<file path="src/design/dpr_pkg.sv">
// constants for the ddr2 precharge, refresh and power-down state block
// assumes a 50 MHz ref_clk that samples the command pins on each rising edge
package dpr_pkg;

  localparam int CLK_PERIOD_PS = 20000;

  // command codes on {cs_n, ras_n, cas_n, we_n}
  localparam logic [3:0] CMD_ACT   = 4'h3;
  localparam logic [3:0] CMD_PRE   = 4'h2;
  localparam logic [3:0] CMD_READ  = 4'h5;
  localparam logic [3:0] CMD_WRITE = 4'h4;
  localparam logic [3:0] CMD_MRS   = 4'h0;
  localparam logic [3:0] CMD_REF   = 4'h1;
  localparam logic [3:0] CMD_NOP   = 4'h7;

  // wishbone register byte offsets
  localparam logic [7:0] REG_CTRL   = 8'h00;
  localparam logic [7:0] REG_STATUS = 8'h04;
  localparam logic [7:0] REG_BANKS  = 8'h08;
  localparam logic [7:0] REG_REFCNT = 8'h0c;

  // ctrl field positions and reset value
  localparam int CTRL_FAST_EXIT_BIT = 0;
  localparam int CTRL_DLL_EN_BIT    = 1;
  localparam logic [1:0] CTRL_RESET = 2'h2;

  // self refresh internal refresh interval, 7.8 us
  localparam int TREFI_NS     = 7800;
  localparam int TREFI_CYCLES = (TREFI_NS * 1000) / CLK_PERIOD_PS;

  // internal operation busy time after precharge, activate or refresh
  localparam int TBUSY_NS     = 60;
  localparam int TBUSY_CYCLES = (TBUSY_NS * 1000 + CLK_PERIOD_PS - 1)
                                / CLK_PERIOD_PS;

  typedef enum logic [3:0] {
    DPR_ACTIVE  = 4'h1,
    DPR_SELFREF = 4'h2,
    DPR_PPD     = 4'h4,
    DPR_APD     = 4'h8
  } dpr_state_type;

endpackage : dpr_pkg

</file>
<file path="src/design/dpr_core.sv">
// device side command state tracker: banks, self refresh and power-down
// assumes ddr2 command pins arrive from another clock domain (synchronised)
// Operation
// - refresh with cke low and banks idle enters self refresh
// - self refresh disables all buffers except cke
// - cke low with nop or deselect enters power-down
// - running internal operations finish before power-down state is reached
// - idle banks give precharge power-down, open row gives active
// - dll off in precharge and slow-exit active power-down
// - cke high with nop or deselect exits power-down
// - command decode from cs, ras, cas, we; a10 selects ap or all
// - bank address picks one of eight banks; a10 high on precharge means all
//
// Local design decisions: the placing of the registers and the Wishbone interface to the registers.
`timescale 1ns/1ps
`default_nettype none

module dpr_core #(
  parameter int NUM_BANKS    = 8,
  parameter int TREFI_CYCLES = dpr_pkg::TREFI_CYCLES
) (
  input  wire logic        ref_clk,
  input  wire logic        reset_n,
  input  wire logic        cke,
  input  wire logic        cs_n,
  input  wire logic        ras_n,
  input  wire logic        cas_n,
  input  wire logic        we_n,
  input  wire logic        a10,
  input  wire logic [2:0]  ba,
  input  wire logic        wb_cyc_i,
  input  wire logic        wb_stb_i,
  input  wire logic        wb_we_i,
  input  wire logic [7:0]  wb_adr_i,
  input  wire logic [3:0]  wb_sel_i,
  input  wire logic [31:0] wb_dat_i,
  output logic      [31:0] wb_dat_o,
  output logic             wb_ack_o,
  output logic             io_buf_en,
  output logic             dll_en,
  output logic             self_refresh,
  output logic             power_down,
  output logic             internal_refresh
);

  // two-stage synchronisers; stage one read only by stage two
  logic [9:0] pin_s1_q;
  logic [9:0] pin_s2_q;
  always_ff @(posedge ref_clk) begin
    if (!reset_n) begin
      // idle pins: cke high and deselect, so no false cke edge follows reset
      pin_s1_q <= 10'h3fe;
      pin_s2_q <= 10'h3fe;
    end else begin
      pin_s1_q <= {cke, cs_n, ras_n, cas_n, we_n, a10, ba, 1'b0};
      pin_s2_q <= pin_s1_q;
    end
  end

  logic       cke_s;
  logic       a10_s;
  logic [2:0] ba_s;
  logic [3:0] cmd;
  assign cke_s = pin_s2_q[9];
  assign a10_s = pin_s2_q[4];
  assign ba_s  = pin_s2_q[3:1];
  assign cmd   = pin_s2_q[8:5];

  logic cke_prev_q;
  always_ff @(posedge ref_clk) begin
    if (!reset_n)
      cke_prev_q <= 1'b1;
    else
      cke_prev_q <= cke_s;
  end

  // deselect ignores ras/cas/we
  function automatic logic is_nop(input logic [3:0] c);
    is_nop = c[3] || (c == dpr_pkg::CMD_NOP);
  endfunction

  function automatic logic is_cmd(input logic [3:0] c,
                                  input logic [3:0] code);
    is_cmd = !c[3] && (c == code);
  endfunction

  logic both_high;
  assign both_high = cke_prev_q && cke_s;

  // bank open tracking and precharge period
  logic [NUM_BANKS-1:0] bank_open_q;
  always_ff @(posedge ref_clk) begin
    if (!reset_n) begin
      bank_open_q <= '0;
    end else if (both_high) begin
      if (is_cmd(cmd, dpr_pkg::CMD_ACT))
        bank_open_q[ba_s] <= 1'b1;
      else if (is_cmd(cmd, dpr_pkg::CMD_PRE)) begin
        if (a10_s)
          bank_open_q <= '0;
        else
          bank_open_q[ba_s] <= 1'b0;
      end else if (is_cmd(cmd, dpr_pkg::CMD_READ) ||
                   is_cmd(cmd, dpr_pkg::CMD_WRITE)) begin
        if (a10_s)
          bank_open_q[ba_s] <= 1'b0;
      end
    end
  end

  // internal operation busy counter; refreshed by act/pre/ref
  logic [7:0] busy_q;
  always_ff @(posedge ref_clk) begin
    if (!reset_n)
      busy_q <= 8'h00;
    else if (both_high && (is_cmd(cmd, dpr_pkg::CMD_ACT) ||
                           is_cmd(cmd, dpr_pkg::CMD_PRE) ||
                           is_cmd(cmd, dpr_pkg::CMD_REF)))
      busy_q <= 8'(dpr_pkg::TBUSY_CYCLES);
    else if (busy_q != 8'h00)
      busy_q <= busy_q - 8'h01;
  end

  // registers
  logic [1:0] ctrl_q;
  logic       wb_hit;
  assign wb_hit = wb_cyc_i && wb_stb_i && !wb_ack_o;
  always_ff @(posedge ref_clk) begin
    if (!reset_n)
      ctrl_q <= dpr_pkg::CTRL_RESET;
    else if (wb_hit && wb_we_i && wb_sel_i[0] &&
             wb_adr_i == dpr_pkg::REG_CTRL)
      ctrl_q <= wb_dat_i[1:0];
  end

  // main state machine
  dpr_pkg::dpr_state_type state_q;
  dpr_pkg::dpr_state_type state_d;
  logic          pd_pending_q;
  logic          pd_pending_d;
  always_comb begin
    state_d      = state_q;
    pd_pending_d = pd_pending_q;
    case (state_q)
      dpr_pkg::DPR_ACTIVE: begin
        if (cke_prev_q && !cke_s) begin
          if (is_cmd(cmd, dpr_pkg::CMD_REF) && bank_open_q == '0)
            state_d = dpr_pkg::DPR_SELFREF;
          else if (is_nop(cmd))
            pd_pending_d = 1'b1;
        end
        if (pd_pending_q && !cke_s && busy_q == 8'h00) begin
          pd_pending_d = 1'b0;
          state_d = (bank_open_q == '0) ? dpr_pkg::DPR_PPD
                                        : dpr_pkg::DPR_APD;
        end else if (pd_pending_q && cke_s && is_nop(cmd))
          pd_pending_d = 1'b0;
      end
      dpr_pkg::DPR_SELFREF: begin
        if (cke_s && is_nop(cmd))
          state_d = dpr_pkg::DPR_ACTIVE;
      end
      dpr_pkg::DPR_PPD,
      dpr_pkg::DPR_APD: begin
        if (cke_s && is_nop(cmd))
          state_d = dpr_pkg::DPR_ACTIVE;
      end
      default: begin
        state_d      = dpr_pkg::DPR_ACTIVE;
        pd_pending_d = 1'b0;
      end
    endcase
  end

  always_ff @(posedge ref_clk) begin
    if (!reset_n) begin
      state_q      <= dpr_pkg::DPR_ACTIVE;
      pd_pending_q <= 1'b0;
    end else begin
      state_q      <= state_d;
      pd_pending_q <= pd_pending_d;
    end
  end

  // self refresh keeps rows alive on its own timer
  logic [19:0] sr_tmr_q;
  logic [15:0] ref_cnt_q;
  always_ff @(posedge ref_clk) begin
    if (!reset_n) begin
      sr_tmr_q  <= 20'h00000;
      ref_cnt_q <= 16'h0000;
    end else if (state_q != dpr_pkg::DPR_SELFREF) begin
      sr_tmr_q <= 20'h00000;
    end else if (sr_tmr_q == 20'(TREFI_CYCLES - 1)) begin
      sr_tmr_q  <= 20'h00000;
      ref_cnt_q <= ref_cnt_q + 16'h0001;
    end else begin
      sr_tmr_q <= sr_tmr_q + 20'h00001;
    end
  end

  // outputs from flip-flops
  always_ff @(posedge ref_clk) begin
    if (!reset_n) begin
      io_buf_en        <= 1'b1;
      dll_en           <= 1'b1;
      self_refresh     <= 1'b0;
      power_down       <= 1'b0;
      internal_refresh <= 1'b0;
    end else begin
      io_buf_en    <= (state_d == dpr_pkg::DPR_ACTIVE);
      self_refresh <= (state_d == dpr_pkg::DPR_SELFREF);
      power_down   <= (state_d == dpr_pkg::DPR_PPD) ||
                      (state_d == dpr_pkg::DPR_APD);
      internal_refresh <= (state_q == dpr_pkg::DPR_SELFREF) &&
                          (sr_tmr_q == 20'(TREFI_CYCLES - 1));
      case (state_d)
        dpr_pkg::DPR_PPD,
        dpr_pkg::DPR_SELFREF: dll_en <= 1'b0;
        dpr_pkg::DPR_APD: dll_en <= ctrl_q[dpr_pkg::CTRL_FAST_EXIT_BIT] &&
                                   ctrl_q[dpr_pkg::CTRL_DLL_EN_BIT];
        default: dll_en <= ctrl_q[dpr_pkg::CTRL_DLL_EN_BIT];
      endcase
    end
  end

  // wishbone slave, registered ack one cycle after the strobe (one wait state); unmapped reads give zero
  always_ff @(posedge ref_clk) begin
    if (!reset_n) begin
      wb_ack_o <= 1'b0;
      wb_dat_o <= 32'h00000000;
    end else begin
      wb_ack_o <= wb_hit;
      if (wb_hit && !wb_we_i) begin
        case (wb_adr_i)
          dpr_pkg::REG_CTRL:   wb_dat_o <= {30'h0, ctrl_q};
          dpr_pkg::REG_STATUS: wb_dat_o <= {26'h0, pd_pending_q,
                                            busy_q != 8'h00, state_q};
          dpr_pkg::REG_BANKS:  wb_dat_o <= 32'(bank_open_q);
          dpr_pkg::REG_REFCNT: wb_dat_o <= {16'h0, ref_cnt_q};
          default:             wb_dat_o <= 32'h00000000;
        endcase
      end
    end
  end

endmodule // dpr_core

`default_nettype wire

</file>
<file path="config.mk">
export PLATFORM = sky130hd
export DESIGN_NAME = dpr_core
export DESIGN_NICKNAME = d
export VERILOG_FILES = /design/src/design/dpr_pkg.sv /design/src/design/dpr_core.sv
export SDC_FILE = /design/constraint.sdc
export NUM_CORES = 1
export LEC_CHECK = 0
export ABC_CLOCK_PERIOD_IN_PS = 4100
export BUFFER_PORTS_ARGS = -buffer_cell sky130_fd_sc_hd__buf_2
export CAP_MARGIN = 20
export CORE_MARGIN = 4
export CORE_UTILIZATION = 45
export CTS_BUF_LIST = sky130_fd_sc_hd__clkbuf_8
export CTS_CLUSTER_DIAMETER = 200
export CTS_CLUSTER_SIZE = 8
export DETAILED_ROUTE_END_ITERATION = 8
export PLACE_DENSITY = 0.68
export SYNTH_ARGS = -nofsm -noshare
export SYNTH_HDL_FRONTEND = slang
export SYNTH_SLANG_ARGS = --single-unit
export TNS_END_PERCENT = 100
</file>
<file path="constraint.sdc">
create_clock -name ref_clk -period 4.1 [get_ports ref_clk]
set_input_delay 1.23 -clock ref_clk [delete_from_list [all_inputs] [get_ports ref_clk]]
set_output_delay 1.23 -clock ref_clk [all_outputs]
set_load 0.02 [all_outputs]
</file>
# Word-level counts from Yosys, hierarchy flattened
# Cells that the tools add are included.
# word_totals
reg_bits,118
input_bits,58
wordCells,121
# op_classes
addsub,3
magnitude_cmp,2
n_eq_ne,22
mux,23
n_bitwise,6
reduce_logical,46
# op_table
op,count
$pmux W16 S4,1
$mux W8,5
$logic_not A8 Y1,3
$logic_and A1 B1 Y1,23
$add A20 B1 Y20 const B,1
$eq A20 B9 Y1 const B,1
$eq A4 B3 Y1 const B,5
$mux W4,5
$add A16 B1 Y16 const B,1
$eq A4 B2 Y1 const B,4
$eq A8 B4 Y1 const B,2
$eq A4 B1 Y1 const B,3
$ne A4 B4 Y1 const B,3
$and A8 B8 Y8,1
$eq A4 B4 Y1 const B,2
$eq A8 B3 Y1 const B,1
$not A8 Y8,1
$or A8 B8 Y8,1
$pmux W4 S2,1
$reduce_bool A8 Y1,1
$sub A8 B1 Y8 const B,1
$mux W1,6
$reduce_bool A3 Y1,2
$reduce_or A3 Y1,2
14 further kinds,26

# Longest topological paths before layout
# depth
depth_word,10
depth_mapped,8
ltp_nobuf,7

# Worst setup path after synthesis
# OpenSTA, ideal clock, no wires.
# synth_path
path_kind,input port to flip-flop
start,in wb_adr_i[5]
end,reg wb_dat_o[10]
setup_time_ns,0.065
t_arrival_ns,2.687
required_ns,4.035
path_slack_ns,1.348
stages,6
path_buffers,1
cell_sequence,or4_1 nor4_4 and3_1 buf_2 a22oi_1 nor2_1
# synth_via
elab_chain_cells,2
# synth_lines
element,line_no,source
from (decl),dpr_core.sv:34,"input wire logic [7:0] wb_adr_i,"
"$eq A8 B4 Y1, or another cell as far along",dpr_core.sv:235,case (wb_adr_i)
$pmux W16 S4 (*),dpr_core.sv:235,
to (signal assigned),dpr_core.sv:236,"dpr_pkg::REG_CTRL: wb_dat_o <= {30'h0, ctrl_q};"
to (signal assigned),dpr_core.sv:237,"dpr_pkg::REG_STATUS: wb_dat_o <= {26'h0, pd_pending_q,"
to (signal assigned),dpr_core.sv:239,dpr_pkg::REG_BANKS: wb_dat_o <= 32'(bank_open_q);
to (decl),dpr_core.sv:37,"output logic [31:0] wb_dat_o,"
# Mark *: on every way between the ends. The rest lies on a longest branch, timed or not.
# A chain may end at the register's enable or synchronous reset.

# Final worst setup path
# layout_path
start,in wb_adr_i[5]
end,reg wb_dat_o[12]
# The elaborated chain is that of the path after synthesis.

==> flow_summary.yaml <==
timing:
  max_freq_mhz: 368
  maxSlewViolCount: 0
  tns_ps: 0
  setup_viol: 0
  tightestPinTransition_ps: 724
  fin_crit_sh: 0.663
  worst_slack_ps: 1380
  rsz0062_at_grt: "no"
  skew_ps: 14.7
  relSlewSlack: 0.512
  hold_viol_final: 0
  finalCriticalPeriod_ps: 2720
critical_path:
  cp_num_buf_inv: 1
  cp_top_family: "simple AND/OR/NAND/NOR gates"
  worstSetupStartpointType: "primary input"
  required_ps: 4400
  end_kind: "flip-flop"
  critPathKind: "in -> reg"
  worstPathCellList: "buf_2 > or4_1 > nor4_4 > and3_1 > a22oi_1 > nor2_1"
  slowest_delay_ps: 580
  path_max_fanout: 9
  critical_path_arrival_ps: 3020
  cp_slowest_cell: "or4_1"
finish:
  final_common_cell: "dfxtp_1"
  fill_cells: 939
  syn_to_final_growth_pct: 10.5
  final_cell_mix: "100 x dfxtp_1, 81 x nor2_1, 46 x buf_2, 33 x nand2_1, 24 x nand2b_1"
  nets: 599
  diodes: 0
  final_core_util: 0.509
  drive_above_1_share: 0.161
cts:
  root_buffer: "clkbuf_8"
  clkLatencyLatePin_ps: 360
  clk_pin_slew_worst_paths_ps: 100
  cts_buffers: 9
  cts_hold_repair.buffers: 0
  cts_tree: "yes"
  clock_sinks: 100
  htreeDepth: 3
  post_cts_buffers: 0
  cts_buffer_depth: 2
  cts_resized: 0
routing:
  ant_nets: 0
  wire_per_inst_microns: 13.3
  post-route-drc-count: 0
  first_pass_iters: 5
  finalWirelength_microns: 8940
  dr.first_iter.drc_count: 260
  via_per_inst: 5.22
  num_vias: 3516
hold_path:
  hold_path.class: "reg -> reg"
grt:
  grt_pass1_wl_microns: 15200
  track_usage: 0.158
  gr-total-overflow: 0
  grt_max_degree: 33
  antenna_found_initial: 0
  grt_pass1_vias: 3329
placement:
  post-place-ws_ps: 990
  place.gp.congestion: 0.871
  port_buffers: 46
  dpl.hpwl_microns: 6460
floorplanning:
  start_util: 0.460
  die-area_sq_um: 11700
  die_y_microns: 108
  die_x_microns: 108
  rows: 36
  io_pins: 96
  coreArea_sq_um: 9770
logic_synthesis:
  synthCells: 498
  ys_warn_count: 0
  syn_avg_cell_area_sq_um: 9.03
  netlist_area_sq_um: 4500
  synth_edf_count: 0
  synth_seq_area_share: 0.445
  synth_ff_type: "dfxtp_1"
  synthArstFlopShare: 0
  netlist-cell-type-count: 61
  synth-seq-cells: 100
power:
  pwr_density_cell_nw_per_um2: 402
  power_uw: 2000
  cellLeakagePower_uw: 0.00190
  max-vdd-ir-drop_mv: 0.196
status:
  status: "finished clean"
run:
  cap_violations: 0
-- worst paths after layout --
check | start | to | slack (ps) | cells after the start
max | wb_adr_i[5] | wb_dat_o[12] | 1380 | 6
min | pin_s1_q[7] | pin_s2_q[7] | 410 | 1
max reg2reg | sr_tmr_q[14] | ref_cnt_q[11] | 1920 | 5
min reg2reg | pin_s1_q[7] | pin_s2_q[7] | 410 | 1
-- area by class of cell --
| type | count | area (sq um) | share of cell area |
|---|---|---|---|
| flip-flops and latches | 100 | 2000 | 0.403 |
| well taps | 133 | 166 | 0.0335 |
| inverters | 11 | 41.3 | 0.00830 |
| multi-input cells | 363 | 2280 | 0.459 |
| clock buffers | 9 | 124 | 0.0249 |
| clock inverters | 6 | 88.8 | 0.0179 |
| repair buffers | 51 | 268 | 0.0539 |
-- cell families (layout without fill, tap and decap cells) --
family,Yosys count,in the layout,synth area share
flops,100,100,0.445
mux,20,20,0.0517
xor+xnor,36,36,0.0701
simple gates,237,237,0.276
buf+inv,50,77,0.0603
compound gates,49,49,0.0820
other cells,1,16,0.000833
fa+ha+maj,5,5,0.0139
-- Yosys cell counts (2+ instances only) --
master / count / area [sq um]
dfxtp_1: 100 / 2000
nor2_1: 81 / 304
nand2_1: 33 / 124
nand2b_1: 24 / 150
xnor2_1: 22 / 193
nand3_1: 21 / 105
buf_4: 17 / 128
clkbuf_1: 17 / 63.8
a22oi_1: 16 / 120
nor3_1: 16 / 80.1
nor4_1: 15 / 93.8
xor2_1: 14 / 123
mux2i_1: 12 / 120
inv_1: 11 / 41.3
a21oi_1: 9 / 45.0
nand4_1: 8 / 50.1
mux2_2: 6 / 67.6
ha_1: 5 / 62.6
o21ai_0: 5 / 25.0
nand3b_1: 4 / 30.0
nor3b_1: 4 / 30.0
or4_1: 4 / 30.0
a22o_1: 3 / 26.3
and3_1: 3 / 18.8
and4_1: 3 / 26.3
buf_2: 2 / 10.0
mux4_2: 2 / 45.0
nand4b_1: 2 / 17.5
nor4b_1: 2 / 17.5
nor4b_2: 2 / 30.0
o211ai_1: 2 / 15.0
o21a_1: 2 / 15.0
o31ai_1: 2 / 15.0
or2_2: 2 / 12.5
-- power breakdown --
group | internal (uW) | switching (uW) | total, uW
registers | 1020 | 37.6 | 1050
clock network | 341 | 324 | 666
logic | 118 | 161 | 279
total | 1480 | 523 | 2000
-- state kept, by name (all words and copies together) (netlist names) --
signal            cells
sr_tmr_q             20
ref_cnt_q            16
wb_dat_o             16
pin_s1_q              9
pin_s2_q              9
bank_open_q           8
busy_q                8
state_q               4
ctrl_q                2
cke_prev_q            1
dll_en                1
internal_refresh      1
io_buf_en             1
pd_pending_q          1
power_down            1
self_refresh          1
wb_ack_o              1
-- metal layers --
| metal | track usage | vias to the layer above | share of wire |
|---|---|---|---|
| li1 | - | 1768 | - |
| met1 | 0.218 | 1642 | 0.49 |
| met2 | 0.251 | 94 | 0.45 |
| met3 | 0.0233 | 12 | 0.044 |
| met4 | 0.0613 | 0 | 0.016 |
| met5 | 0 | - | 0 |
-- metrics by stage --
| step | hold slack (ps) | instances | instance area (sq um) |
|---|---|---|---|
| final | 411 | 673 | 4970 |
| after global placement | 394 | 658 | 4760 |
| after global routing | 438 | 673 | 4970 |
| after detailed placement | 392 | 658 | 4760 |
| after CTS | 413 | 673 | 4970 |
| after floorplan | 386 | 513 | 4560 |
Note: power is estimated with default switching activity, not from simulation.
